<file path="config.mk">
export PLATFORM = sky130hd
export DESIGN_NAME = scd_decoder
export DESIGN_NICKNAME = d
export VERILOG_FILES = /design/src/scd_pkg.sv /design/src/scd_decoder.sv /design/src/scd_sync.sv
export SDC_FILE = /design/constraint.sdc
export NUM_CORES = 1
export LEC_CHECK = 0
export ABC_CLOCK_PERIOD_IN_PS = 2150
export BUFFER_PORTS_ARGS = -buffer_cell sky130_fd_sc_hd__buf_2
export CAP_MARGIN = 20
export CORE_ASPECT_RATIO = 1.75
export CORE_UTILIZATION = 46
export DETAILED_ROUTE_END_ITERATION = 10
export HOLD_SLACK_MARGIN = 0.06
export MAX_ROUTING_LAYER = met4
export PLACE_DENSITY = 0.74
export SLEW_MARGIN = 20
export SYNTH_ARGS = -nofsm -noshare
export SYNTH_HDL_FRONTEND = slang
export SYNTH_SLANG_ARGS = --single-unit
</file>
<file path="constraint.sdc">
create_clock -name ref_clk -period 2.15 [get_ports ref_clk]
set_input_delay 0.43 -clock ref_clk [delete_from_list [all_inputs] [get_ports ref_clk]]
set_output_delay 0.43 -clock ref_clk [all_outputs]
set_load 0.01 [all_outputs]
</file>
<file path="src/scd_pkg.sv">
`default_nettype none
package scd_pkg;

	// ----------------------------------------------------------------
	// Frame layout
	// ----------------------------------------------------------------
	localparam logic [5:0] SCD_FRAME_BITS = 6'h20;
	localparam logic [5:0] SCD_COUNT_MAX = 6'h3f;
	localparam int SCD_CMD_HI = 31;
	localparam int SCD_CMD_LO = 28;
	localparam int SCD_ADDR_HI = 23;
	localparam int SCD_ADDR_LO = 17;
	localparam int SCD_BSEL = 16;
	localparam int SCD_WDATA_HI = 15;
	localparam int SCD_WDATA_LO = 8;
	localparam int SCD_MSB = 31;

	// ----------------------------------------------------------------
	// Command codes and status values
	// ----------------------------------------------------------------
	localparam logic [3:0] SCD_CODE_ERROR = 4'h0;
	localparam logic [3:0] SCD_CODE_WRITE = 4'h8;
	localparam logic [3:0] SCD_CODE_READ = 4'hc;
	localparam logic [1:0] SCD_STATUS_ERR = 2'h3;
	localparam logic [1:0] SCD_DETAIL_NONE = 2'h0;
	localparam logic [23:0] SCD_RESET_PAYLOAD = {4'h0, 2'h3, 16'h0000, 2'h0};

	typedef enum logic [2:0] {
		scd_kind_sensor,
		scd_kind_read,
		scd_kind_write,
		scd_kind_reserved,
		scd_kind_error_code
	} scd_kind_e;

	// ----------------------------------------------------------------
	// Decoding and response builders
	// ----------------------------------------------------------------
	// Classifies a command code; odd codes ask for sensor data.
	function automatic scd_kind_e scd_classify(input logic [3:0] code);
		scd_kind_e kind;
		kind = scd_kind_reserved;
		if (code[0])
			kind = scd_kind_sensor;
		else if (code == SCD_CODE_READ)
			kind = scd_kind_read;
		else if (code == SCD_CODE_WRITE)
			kind = scd_kind_write;
		else if (code == SCD_CODE_ERROR)
			kind = scd_kind_error_code;
		return kind;
	endfunction : scd_classify

	// Echo of the command field: low code bit first, then the upper three.
	function automatic logic [3:0] scd_echo(input logic [3:0] code);
		return {code[0], code[3:1]};
	endfunction : scd_echo

	// Register pair response body, bits 31:8 of the frame.
	function automatic logic [23:0] scd_reg_resp(input logic [3:0] cmd,
		input logic [1:0] st, input logic [7:0] hi, input logic [7:0] lo);
		return {cmd, st, 2'h0, hi, lo};
	endfunction : scd_reg_resp

	// Sensor data response body with the sample left justified.
	function automatic logic [23:0] scd_sensor_resp(input logic [3:0] cmd,
		input logic [1:0] st, input logic [11:0] sd, input logic [1:0] sf);
		return {cmd, st, sd, 4'h0, sf};
	endfunction : scd_sensor_resp

	// Error response body that carries no sample data.
	function automatic logic [23:0] scd_nodata_resp(input logic [1:0] sf);
		return {SCD_CODE_ERROR, SCD_STATUS_ERR, 16'h0000, sf};
	endfunction : scd_nodata_resp

endpackage : scd_pkg
`default_nettype wire

</file>
<file path="src/scd_decoder.sv">
// Notes on behaviour
// - Code 0000 is never a request; it marks error responses.
// - Odd codes ask data from source code[3:1]; 1000 writes, 1100 reads.
// - Read request: 1100, zeros, word address 23:17, byte select 16, CRC.
// - The seven address bits select a pair of adjacent byte registers.
// - Odd byte register goes in the high data byte, even in the low.
// - Read answer goes in the next frame when no framing, CRC or MISO error.
// - On any of these errors the read is answered with the error response.
// - Register contents are taken when select rises at frame end.
// - Address bits 23:17 are decoded as the word address of the pair.
// - Good read answer: echo 0110, status, 00, high, low, CRC.
// - Register error response: 0000, 11, 00, high byte, low byte, CRC.
`timescale 1ns/100ps
`default_nettype none
module scd_decoder
	import scd_pkg::*;
(
	input wire logic ref_clk,
	input wire logic nrst,
	input wire logic spi_sclk,
	input wire logic spi_cs_n,
	input wire logic spi_mosi,
	output logic spi_miso,
	output logic spi_miso_oe_n,
	input wire logic miso_fault,
	input wire logic cmd_crc_ok,
	input wire logic [7:0] resp_crc,
	input wire logic [7:0] reg_high_byte,
	input wire logic [7:0] reg_low_byte,
	input wire logic [11:0] sample_value,
	input wire logic sample_valid,
	input wire logic [1:0] detail_status,
	input wire logic [1:0] basic_status,
	output logic [31:0] cmd_frame,
	output logic [6:0] word_address,
	output logic [23:0] resp_payload,
	output logic frame_done,
	output logic write_req,
	output logic [7:0] write_address,
	output logic [7:0] write_data
);

	// ----------------------------------------------------------------
	// State
	// ----------------------------------------------------------------
	typedef enum logic {
		scd_st_idle,
		scd_st_shift
	} scd_state_e;

	typedef struct packed {
		scd_state_e state;
		logic cs_prev;
		logic sclk_prev;
		logic [31:0] rx;
		logic [31:0] tx;
		logic [5:0] count;
		logic [23:0] payload;
		logic [11:0] sample;
		logic sample_ok;
		logic [1:0] sf;
		logic [1:0] st;
		logic frame_done;
		logic write_req;
		logic [7:0] write_address;
		logic [7:0] write_data;
	} scd_dec_s;

	scd_dec_s s;
	scd_dec_s next_s;
	logic [2:0] pins_sync;
	logic sclk_s;
	logic cs_n_s;
	logic mosi_s;

	// ----------------------------------------------------------------
	// Pin synchronisers
	// ----------------------------------------------------------------
	scd_sync u_sync (
		.ref_clk(ref_clk),
		.nrst(nrst),
		.async_in({spi_cs_n, spi_sclk, spi_mosi}),
		.sync_out(pins_sync)
	);

	// Split the synchronised pins back into their meanings.
	assign cs_n_s = pins_sync[2];
	assign sclk_s = pins_sync[1];
	assign mosi_s = pins_sync[0];

	// ----------------------------------------------------------------
	// Frame engine
	// ----------------------------------------------------------------
	// Shifts one frame in and out, then builds the next frame's answer.
	always_comb
	begin
		logic cs_fall;
		logic cs_rise;
		logic sclk_rise;
		logic sclk_fall;
		logic err;
		logic [3:0] code;
		logic [3:0] echo;
		logic [7:0] hi;
		logic [7:0] lo;
		scd_kind_e kind;
		cs_fall = 1'b0;
		cs_rise = 1'b0;
		sclk_rise = 1'b0;
		sclk_fall = 1'b0;
		err = 1'b0;
		code = 4'h0;
		echo = 4'h0;
		hi = 8'h00;
		lo = 8'h00;
		kind = scd_kind_reserved;
		next_s = s;
		next_s.frame_done = 1'b0;
		next_s.write_req = 1'b0;
		next_s.cs_prev = cs_n_s;
		next_s.sclk_prev = sclk_s;
		cs_fall = s.cs_prev & ~cs_n_s;
		cs_rise = ~s.cs_prev & cs_n_s;
		sclk_rise = ~s.sclk_prev & sclk_s;
		sclk_fall = s.sclk_prev & ~sclk_s;
		case (s.state)
			scd_st_idle:
			begin
				if (cs_fall)
				begin
					// The pending answer leaves MSB first in this frame.
					next_s.state = scd_st_shift;
					next_s.count = 6'h00;
					next_s.tx = {s.payload, resp_crc};
					next_s.sample = sample_value;
					next_s.sample_ok = sample_valid;
					next_s.sf = detail_status;
					next_s.st = basic_status;
				end
			end
			scd_st_shift:
			begin
				if (sclk_rise)
				begin
					next_s.rx = {s.rx[SCD_MSB-1:0], mosi_s};
					if (s.count != SCD_COUNT_MAX)
						next_s.count = s.count + 6'h01;
				end
				if (sclk_fall)
					next_s.tx = {s.tx[SCD_MSB-1:0], 1'b0};
				if (cs_rise)
				begin
					next_s.state = scd_st_idle;
					next_s.frame_done = 1'b1;
					code = s.rx[SCD_CMD_HI:SCD_CMD_LO];
					echo = scd_echo(code);
					kind = scd_classify(code);
					// Framing, CRC and MISO faults all spoil the request.
					err = (s.count != SCD_FRAME_BITS) | miso_fault |
						~cmd_crc_ok;
					// Contents are taken at the select's rising edge.
					hi = reg_high_byte;
					lo = reg_low_byte;
					case (kind)
						scd_kind_sensor:
						begin
							if (s.sample_ok)
								next_s.payload = scd_sensor_resp(echo,
									err ? SCD_STATUS_ERR : s.st,
									s.sample, s.sf);
							else
								next_s.payload = scd_nodata_resp(s.sf);
						end
						scd_kind_read:
						begin
							if (err)
								next_s.payload = scd_reg_resp(SCD_CODE_ERROR,
									SCD_STATUS_ERR, hi, lo);
							else
								next_s.payload = scd_reg_resp(echo, s.st,
									hi, lo);
						end
						scd_kind_write:
						begin
							if (err)
								next_s.payload = scd_reg_resp(SCD_CODE_ERROR,
									SCD_STATUS_ERR, hi, lo);
							else
							begin
								// Answer carries the pair as it stands after the write.
								next_s.write_req = 1'b1;
								next_s.write_address =
									s.rx[SCD_ADDR_HI:SCD_BSEL];
								next_s.write_data =
									s.rx[SCD_WDATA_HI:SCD_WDATA_LO];
								if (s.rx[SCD_BSEL])
									hi = s.rx[SCD_WDATA_HI:SCD_WDATA_LO];
								else
									lo = s.rx[SCD_WDATA_HI:SCD_WDATA_LO];
								next_s.payload = scd_reg_resp(echo, s.st,
									hi, lo);
							end
						end
						scd_kind_error_code:
							next_s.payload = scd_nodata_resp(s.sf);
						default:
							next_s.payload = scd_nodata_resp(s.sf);
					endcase
				end
			end
			default:
				next_s.state = scd_st_idle;
		endcase
	end

	// Registers the whole state; the first answer is the no-data error.
	always_ff @(posedge ref_clk or negedge nrst)
	begin
		if (!nrst)
		begin
			s.state <= scd_st_idle;
			s.cs_prev <= 1'b1;
			s.sclk_prev <= 1'b0;
			s.rx <= 32'h00000000;
			s.tx <= 32'h00000000;
			s.count <= 6'h00;
			s.payload <= SCD_RESET_PAYLOAD;
			s.sample <= 12'h000;
			s.sample_ok <= 1'b0;
			s.sf <= SCD_DETAIL_NONE;
			s.st <= 2'h0;
			s.frame_done <= 1'b0;
			s.write_req <= 1'b0;
			s.write_address <= 8'h00;
			s.write_data <= 8'h00;
		end
		else
			s <= next_s;
	end

	// ----------------------------------------------------------------
	// Outputs
	// ----------------------------------------------------------------
	// MISO is driven only while a frame is in progress.
	assign spi_miso = s.tx[SCD_MSB];
	assign spi_miso_oe_n = (s.state != scd_st_shift);
	assign cmd_frame = s.rx;
	// The word address names the register pair that is read.
	assign word_address = s.rx[SCD_ADDR_HI:SCD_ADDR_LO];
	assign resp_payload = s.payload;
	assign frame_done = s.frame_done;
	assign write_req = s.write_req;
	assign write_address = s.write_address;
	assign write_data = s.write_data;

endmodule : scd_decoder
`default_nettype wire

</file>
<file path="src/scd_sync.sv">
`timescale 1ns/100ps
`default_nettype none
module scd_sync
	import scd_pkg::*;
(
	input wire logic ref_clk,
	input wire logic nrst,
	input wire logic [2:0] async_in,
	output logic [2:0] sync_out
);

	// ----------------------------------------------------------------
	// Two-stage synchroniser
	// ----------------------------------------------------------------
	typedef struct packed {
		logic [2:0] stage1;
		logic [2:0] stage2;
	} scd_sync_s;

	scd_sync_s s;
	scd_sync_s next_s;

	// The first stage feeds the second; only the second feeds the output.
	always_comb
	begin
		next_s.stage1 = async_in;
		next_s.stage2 = s.stage1;
	end

	// Idle levels: select high, clock and data low.
	always_ff @(posedge ref_clk or negedge nrst)
	begin
		if (!nrst)
			s <= '{stage1: 3'h4, stage2: 3'h4};
		else
			s <= next_s;
	end

	assign sync_out = s.stage2;

endmodule : scd_sync
`default_nettype wire

</file>
==> results of run 1 <==
## metal layers
layer	global-route usage (%)	vias up	wire length [um]
met1	22.0	2199	5350
met2	36.0	141	7810
li1	-	2094	-
met3	4.73	39	619
met4	13.4	0	607
met5	-	-	0
## state kept, by name, indices dropped and copies added, names as in the netlist
name / count
s: 57
cmd_frame: 32
resp_payload: 24
write_address: 8
write_data: 8
u_sync.next_s: 3
u_sync.sync_out: 3
frame_done: 1
spi_miso: 1
write_req: 1
## stage by stage
stage | hold WS, ns | utilization (%) | total power, mW
after global placement | 0.216 | 49.1 | 4.05
after detailed placement | 0.219 | 49.1 | 4.11
after global routing | 0.0972 | 53.4 | 7.26
final | 0.118 | 53.4 | 6.93
after floorplan | 0.134 | - | 3.84
after CTS | 0.102 | 53.4 | 7.00
## cell families after synthesis
logic type	after synthesis	synth area share, %
and+or+nand+nor	186	12.6
AOI/OAI and AO/OA	79	7.69
xor gates and xnor gates	2	0.269
buffers and inverters	121	12.1
muxes	81	13.6
adders and majority gates	3	0.538
DFF	138	53.2
## power by group
group / total (mW) / leakage, nW / switching (mW) / internal [mW]
logic: 0.843 / 1.91 / 0.449 / 0.393
clock network: 2.88 / 0.285 / 1.15 / 1.73
registers: 3.21 / 1.76 / 0.248 / 2.96
total: 6.93 / 3.95 / 1.85 / 5.09
## area by class of cell
cell class | count | area, um2 | share of cell area (%)
Sequential cell | 138 | 3460 | 46.8
Multi-Input combinational cell | 351 | 2260 | 30.5
Timing Repair Buffer | 148 | 820 | 11.1
Clock buffer | 17 | 425 | 5.76
Tap cell | 177 | 221 | 3.00
Clock inverter | 15 | 164 | 2.22
Inverter | 10 | 42.5 | 0.576
## what timing repair did
item                       CTS  global route
setup endpoints to repair    0             0
hold endpoints to repair    92             0
resized for setup            0             0
hold buffers                 1             0
buffers inserted             0             0
## how the worst max path moves through the flow
stage,startpoint,to,cells past startpoint
6_report,s[59],write_data[5],7
2_1_floorplan,s[59],write_address[0],9
3_5_place_dp,s[59],write_address[5],7
4_1_cts,s[59],write_address[5],7
3_3_place_gp,s[59],write_address[2],7
5_1_grt,s[60],write_data[5],7
## cells in the final DEF, fill, tap and decap left out, drive strengths merged, types with 2 or more instances in the layout
master    count
nand3b        2
nor3b         2
o31ai         2
inv          15
clkbuf       17
clkinv        6
and2          2
bufinv        2
or3           2
a21oi        32
o221ai       12
buf         147
clkinvlp      2
a22oi        12
nand3         9
and3          2
xor2          2
dfstp         5
nand2       125
mux2i        47
nor2         35
mux2         34
a31oi         2
dfrtp       133
ha            2
o21ai        14
==> results.md, run 1 <==
- Final hold viol count: 0
- Pwr dens: ~940 nW/um2
- Outcome: complete, no violations
- Syn Std Cell Area: 6510 um2
- DR vias/cell: between 5 and 6
- DRT iter0 DRCs: between 200 and 300
- Crit path launch type: register
- Critical path type: reg -> reg
- Worst slew pin tran: between 0.5 and 0.6 ns
- RSZ-0062 raised after global routing: no
- Cells after DPL: 823
- Post-route cell area: between 7000 and 8000 um2
- Worst Setup Slack, final: 0.198 ns
- Total track usage: 21.3%
- Core area: 13800 um2
- Antenna Violating Nets Remaining: 0
- Hold Path Cell Cnt: 1
- Final Wtd Congestion: 0.855
- Area leader, netlist: dfrtp_1
- Crit-path leading delay family: simple AND/OR/NAND/NOR gates
- Root buffer cell: clkbuf_16
- Top cell type's share of synthesized area: 51.2%
- Critical path, cell by cell: inv_1, ha_1, and4b_1, nand2_1, or2_1, buf_4, mux2_4
- EDFF count, synth: 0
- Syn-to-layout area delta: 13.6%
- R2R Path Start: s[59]
- CTS tree: done
- Die ar.: 14600 um2
- Crit Path Max Fanout: 17
- Top cells by count, synth: dfrtp_1 (133), nand2_1 (125), buf_4 (80)
- Unique masters post-synth: between 40 and 50
- WHS Endpoint: u_sync.next_s[2]
- Max cap viols: 0
- Initial Util: a little under half
- Synth Area per Inst: 10.7 um2
- Synthesis Warnings: 0
- Layout cell share with drive strength beyond 1: between 30% and 40%
- Die width: between 90 and 100 um
- WP buf/inv: 2
- Slew margin rel.: about 63%
- Via count: approximately 4500
- Ant diodes: 0
- VDD IR max: between 0.5 and 0.6 mV
- Top FF cell, synth: dfrtp_1
- Vias in the first global route: 4639
- Buffers on Ports: 130
- # fillers: ~1300
- Final Slew Violations: 0
- CTS sink cnt: between 100 and 150
- Die Y: 159 um
- Setup TNS: 0 ns
- Area post-placement: 6790 um2
- FFs w/ async S/R, synth: 100%
- Post-DP HPWL: around 11000 um
- CP max stage delay: slightly below 0.4 ns
- Syn Nets: 660
- CP endpoint kind: register
- Drt total wl: 14400 um
- Dpl ws: 0.205 ns
- Worst path slowest cell: dfrtp_1
- Initial antenna violation count: 0
- Yosys reg bits: between 100 and 150
- Area contributors post-synth: dfrtp_1 (51%), buf_4 (9.2%), mux2i_1 (7.2%)
- Register area share after synthesis: between 50% and 60%
- First-pass GRT wire length: 23400 um
- Final setup viols: 0
- HP Class: in -> reg
- CTS clock-pin slew for the worst setup and hold paths: roughly 0.060 ns
- Non-Filler Instances: 856
- Fin crit period: slightly below 2 ns
- Flop2flop setup slack: 0.20 ns
- Maximum clock rate: around 0.51 GHz
- Grt total ovfl: 0
- CP required: between 2 and 2.5 ns
- Drt pass-1 iters: 5
- Num ports: between 100 and 150
- Worst r2r dst: write_data[5]
- Count leader, synth: dfrtp_1
- Min-delay src: spi_cs_n
- FP Rows: 57
- Cell count after synthesis: 610
- FF-to-FF path depth: 7
- WP data arrival: approximately 2.3 ns
- Final setup skew: roughly 0.012 ns
- Pin count of the biggest net entering global routing: 68
- H-tree depth: 4
- WL/cell: approximately 17 um
- CTS buffer count: 17
- Leakage power total: slightly below 4 nW
- Worst skew pair latency: ~0.41 ns
- Final Net Count: between 700 and 800
- Worst-case clock buffer depth: 2
- DRC viols: 0
- Fin crit share: between 90% and 100%
No activity file was read; power rests on OpenSTA's default activity.
==> inputs of run 2 (changes only) <==
--- a/config.mk
+++ b/config.mk
@@ -13,7 +13,7 @@
 export DETAILED_ROUTE_END_ITERATION = 10
 export HOLD_SLACK_MARGIN = 0.06
 export MAX_ROUTING_LAYER = met4
-export PLACE_DENSITY = 0.74
+export PLACE_DENSITY = 0.69
 export SLEW_MARGIN = 20
 export SYNTH_ARGS = -nofsm -noshare
 export SYNTH_HDL_FRONTEND = slang
==> run 2 against run 1 <==
Compared with the run above: worst setup slack gained 0.016 ns; non-clock buffer count rose by 3; clock skew fell by 0.0023 ns; power increased by 4.3%; wire length is 0.61% lower; global-route usage grew 0.14 points; clock power increased by 10%; combinational power rose by 0.6%; core utilization increased by 0.64 points; register-to-register slack better by 0.02 ns; final cell count rose by 0.82%; flip-flop and latch count is the same; critical path type unchanged.
==> results.md, run 2 (synthesized netlist as in run 1, its figures left out) <==
- Area post-placement: between 6000 and 7000 um2
- # fillers: around 1300
- Non-Filler Instances: roughly 860
- WP buf/inv: 2
- FP Rows: 57
- Worst slew pin tran: just over 0.5 ns
- Final Slew Violations: 0
- Final Net Count: 719
- DRT iter0 DRCs: between 200 and 300
- Cells after DPL: slightly above 800
- Post_cts resized: 0
- Die Y: around 160 um
- Slew margin rel.: 66.4%
- Pin count of the biggest net entering global routing: 67
- Final Wtd Congestion: ~0.86
- Critical path type: reg -> reg
- Fin crit share: 90.0%
- Final setup skew: ~0.010 ns
- Initial Util: 47.0%
- Most flops, register: s
- Worst Setup Slack, final: approximately 0.21 ns
- CTS tree: done
- Maximum clock rate: roughly 0.52 GHz
- Layout cell share with drive strength beyond 1: 33.4%
- Drt total wl: 14300 um
- CP max stage delay: between 0.3 and 0.4 ns
- Post-DP HPWL: approximately 10000 um
- Buffers on Ports: 130
- Commonest non-fill, non-tap cell in the layout: dfrtp_1
- Worst path slowest cell: dfrtp_1
- Core area: 13800 um2
- CTS buffer count: 17
- Crit path launch type: register
- WL/cell: between 15 and 20 um
- Die ar.: around 15000 um2
- Max cap viols: 0
- Outcome: complete, no violations
- CTS sink cnt: 138
- VDD IR max: between 0.5 and 0.6 mV
- Number of setup buffers added after CTS: 0
- Fin crit period: approximately 1.9 ns
- CP required: roughly 2.4 ns
- Grt total ovfl: 0
- CTS clock-pin slew for the worst setup and hold paths: 0.06 ns
- FF-to-FF path depth: 7
- Total Power: slightly above 7 mW
- RSZ-0062 raised after global routing: no
- Pwr dens: about 970 nW/um2
- Initial antenna violation count: 4
- Leakage power total: about 4 nW
- Largest register FFs: 57
- Final hold viol count: 0
- Dpl ws: approximately 0.23 ns
- Syn-to-layout area delta: 15.0%
- HP Class: in -> reg
- WP data arrival: about 2.2 ns
- Worst skew pair latency: between 0.4 and 0.5 ns
- Post-route cell area: between 7000 and 8000 um2
- Flop2flop setup slack: 0.21 ns
- Worst-case clock buffer depth: 2
- R2R Path Start: s[59]
- Worst r2r dst: write_data[5]
- Critical path, cell by cell: inv_1, ha_1, and4b_1, nand2_1, or2_1, buf_4, mux2_4
- Critical path depth: 7
- Min Hold Slack: 0.121 ns
- Final setup viols: 0
- Fin util: between 50% and 60%
- Die width: about 92 um
- Antenna Violating Nets Remaining: 0
- Vias in the first global route: approximately 4700
- Root buffer cell: clkbuf_16
- DRC viols: 0
- Num ports: between 100 and 150
- Via count: approximately 4400
- Drt pass-1 iters: 4
- First-pass GRT wire length: about 23000 um
- DR vias/cell: around 5
- CP startpoint: s[59]
- Commonest cells after routing, fill and taps aside: dfrtp_1 (132), buf_2 (129), nand2_1 (125)
- CP endpoint kind: register
- Setup TNS: 0 ns
- Critical Path Sink: write_data[5]
- H-tree depth: 4
- Total track usage: a little over a fifth
- Crit-path leading delay family: simple AND/OR/NAND/NOR gates
- Crit Path Max Fanout: 17
[run 2: per-layer routing]
metal  track usage [%]  wire (um)  up-vias
met1              22.5       5400     2182
met4              9.45        436        0
li1                  -          -     2101
met2              37.2       7770      123
met5                 -          0        -
met3              5.68        695       36
[run 2: worst register-to-register path, stage by stage (launching register included)]
cell and delay, ns:
dfrtp_1 0.39, inv_1 0.09, ha_1 0.14, and4b_1 0.32, nand2_1 0.10, or2_1 0.24
buf_4 0.22, mux2_4 0.33
[run 2: worst min-delay path by stage]
stage / slack [ns] / end / startpoint / depth (start not counted)
3_5_place_dp: 0.34 / u_sync.sync_out[0] / u_sync.next_s[0] / 0
3_3_place_gp: 0.34 / u_sync.sync_out[0] / u_sync.next_s[0] / 0
5_1_grt: 0.1 / u_sync.next_s[2] / spi_cs_n / 1
4_1_cts: 0.10 / u_sync.next_s[2] / spi_cs_n / 1
6_report: 0.12 / u_sync.next_s[2] / spi_cs_n / 1
2_1_floorplan: 0.13 / cmd_frame[0] / nrst / 0
[run 2: repair_timing]
item	4_1_cts	5_1_grt
setup endpoints to repair	0	0
endpoints found under the hold margin	34	0
hold buffers	1	0
[run 2: final cells by class]
class	instances	area, um2	area share, %
diodes	4	10.0	0.134
flip-flops and latches	138	3460	46.3
well taps	177	221	2.96
multi-input cells	351	2260	30.2
repair buffers	151	842	11.3
inverters	10	42.5	0.569
clock buffers	20	447	5.97
clock inverters	12	199	2.66
[run 2: power by group]
part           internal, mW  total, mW  switching (mW)
logic                 0.398      0.848           0.450
clock network          2.09       3.17            1.09
registers              2.96       3.21           0.245
==> inputs of run 3 (changes only) <==
--- a/config.mk
+++ b/config.mk
@@ -14,7 +14,9 @@
 export HOLD_SLACK_MARGIN = 0.06
 export MAX_ROUTING_LAYER = met4
 export PLACE_DENSITY = 0.69
-export SLEW_MARGIN = 20
+export SETUP_SLACK_MARGIN = 0.4
+export SLEW_MARGIN = 30
 export SYNTH_ARGS = -nofsm -noshare
 export SYNTH_HDL_FRONTEND = slang
+export SYNTH_HIERARCHICAL = 1
 export SYNTH_SLANG_ARGS = --single-unit
==> run 3 against run 2 <==
Compared with the run above: sequential share of layout area decreased by 0.66 points; cell area grew 1.4%; register-to-register slack improved by 0.12 ns; sequential power is essentially flat; worst hold slack improved by 0.0032 ns; maximum frequency up 6.5%; flip-flop and latch count is the same; combinational power increased by 10%; non-clock buffer count rose by 5.
==> results.md, run 3 <==
- CTS tree: done
- Antenna Violating Nets Remaining: 0
- Pin count of the biggest net entering global routing: 64
- CTS sink cnt: 138
- VDD IR max: between 0.6 and 0.7 mV
- Synth Area per Inst: 11.1 um2
- Commonest cells after routing, fill and taps aside: dfrtp_1 (132), buf_2 (129), nand2_1 (83)
- Setup TNS: 0 ns
- Vias in the first global route: 4589
- Final setup viols: 0
- Dpl ws: ~0.25 ns
- Cell count after synthesis: between 500 and 600
- CTS clock-pin slew for the worst setup and hold paths: 0.06 ns
- Area contributors post-synth: dfrtp_1 (52%), buf_4 (9.5%), mux2i_1 (7.6%)
- HP Class: in -> reg
- Fin crit share: 84.5%
- Area post-placement: approximately 6800 um2
- Total track usage: a little over a fifth
- WL/cell: 17.4 um
- EDFF count, synth: 0
- Max cap viols: 0
- Critical path type: reg -> reg
- Buffers on Ports: 130
- Unique masters post-synth: 40
- Synthesis Warnings: 6
- CP required: ~2.4 ns
- CP startpoint: s[59]
- Initial Util: between 40% and 50%
- Die Y: roughly 160 um
- DRC viols: 0
- RSZ-0062 raised after global routing: yes
- Non-Filler Instances: between 800 and 900
- Cells after DPL: just under 800
- DR vias/cell: around 5.2
- Syn-to-layout area delta: 18.0%
- Post-DP HPWL: between 10000 and 15000 um
- Final Wtd Congestion: between 0.8 and 0.9
- Post-route cell area: about 7600 um2
- Outcome: complete, no violations
- H-tree depth: 4
- Fin crit period: roughly 1.8 ns
- Layout cell share with drive strength beyond 1: 38.3%
- Leakage power total: 4.03 nW
- Worst-case clock buffer depth: 2
- Final hold viol count: 0
- Crit Path Max Fanout: 17
- # fillers: about 1100
- Die ar.: about 14000 um2
- Root buffer cell: clkbuf_16
- Area leader, netlist: dfrtp_1
- Most flops, register: s
- Worst Setup Slack, final: between 0.3 and 0.4 ns
- Pwr dens: 963 nW/um2
- Num ports: 131
- Largest register FFs: 57
- Drt total wl: approximately 14000 um
- Initial antenna violation count: 3
- Final Net Count: between 600 and 700
- Register area share after synthesis: 53.8%
- Grt total ovfl: 0
- DRT iter0 DRCs: roughly 210
- Top cells by count, synth: dfrtp_1 (133), nand2_1 (84), buf_4 (81)
- Fin util: 56.1%
- Slew margin rel.: about 72%
- Worst skew pair latency: approximately 0.41 ns
- Via count: between 4000 and 5000
- Count leader, synth: dfrtp_1
- Commonest non-fill, non-tap cell in the layout: dfrtp_1
- CTS buffer count: 17
- Crit path launch type: register
- Top cell type's share of synthesized area: roughly half
- Yosys reg bits: between 100 and 150
- Maximum clock rate: ~0.55 GHz
- Core area: ~14000 um2
- Final setup skew: 0.00821 ns
- Top FF cell, synth: dfrtp_1
- Syn Nets: around 630
- Min Hold Slack: 0.124 ns
- Min-delay src: spi_mosi
- Final Slew Violations: 0
- R2R Path Start: s[59]
- Drt pass-1 iters: 4
- Total Power: ~7.3 mW
- Syn Std Cell Area: between 6000 and 7000 um2
- CP endpoint kind: register
- FFs w/ async S/R, synth: 100%
- WP data arrival: about 2.1 ns
- FP Rows: 56
- Die width: roughly 91 um
- First-pass GRT wire length: ~23000 um
- Worst slew pin tran: between 0.4 and 0.5 ns
==> run 3: changes by cell type after synthesis, sizes merged, moves of 4 or more <==
cell and delta:
nand2 -40, mux2 +14, buf -6, nor2 +4
==> run 3: layout make-up <==
class | instances | area, um2 | share of cell area [%]
clock inverter | 11 | 194 | 2.56
timing repair buffer | 156 | 963 | 12.7
multi-input combinational | 324 | 2250 | 29.6
antenna | 3 | 7.51 | 0.0989
sequential | 138 | 3460 | 45.6
tap | 174 | 218 | 2.87
clock buffer | 20 | 457 | 6.02
inverter | 9 | 38.8 | 0.511
==> run 3: report_power, final <==
group	switching (mW)	internal [mW]	leakage [nW]
Sequential	0.236	2.97	1.76
Combinational	0.487	0.447	1.95
Clock	1.06	2.11	0.316
==> run 3: path summary, 6_finish.rpt <==
path,to,slack [ns],cells after the start
max in group asynchronous,s[130],0.99,3
max,write_data[5],0.33,7
max reg2reg,write_data[5],0.33,7
min in group asynchronous,cmd_frame[25],0.51,2
min reg2reg,u_sync/sync_out[0],0.36,0
min,u_sync/next_s[0],0.12,1
==> run 3: worst max-delay path, cell delays in order (launching register included) <==
cell and delay (ns):
dfrtp_1 0.38, inv_1 0.06, ha_1 0.13, and4b_1 0.23, nand2_1 0.07, or3_4 0.34
buf_12 0.17, mux2_4 0.30
==> run 3: repair_timing <==
action                                 4_1_cts  5_1_grt
resized for setup                           10        4
endpoints found under the hold margin       37        0
setup endpoints to repair                   33       33
buffers inserted                             4        1
gates cloned                                 1        1
hold buffers                                 1        0
==> run 3: kinds of logic (layout without fill, tap and decap cells) <==
logic type               count (synthesis)  count (layout)  share of synthesized area [%]
adder cells (fa/ha/maj)                  3               3                          0.545
multiplexers                            97              97                           16.6
AND/OR/NAND/NOR                        149             149                           10.2
AO/OA/AOI/OAI                           75              75                           7.22
flip-flops                             138             138                           53.8
other                                    0               3                              0
buffers and inverters                  116             196                           11.7
==> run 3: layer usage <==
layer	up-vias	global-route usage (%)	wire, um
li1	2022	-	-
met1	2176	22.8	5420
met2	135	37.2	7900
met3	33	4.92	627
met4	0	11.9	538
met5	-	-	0
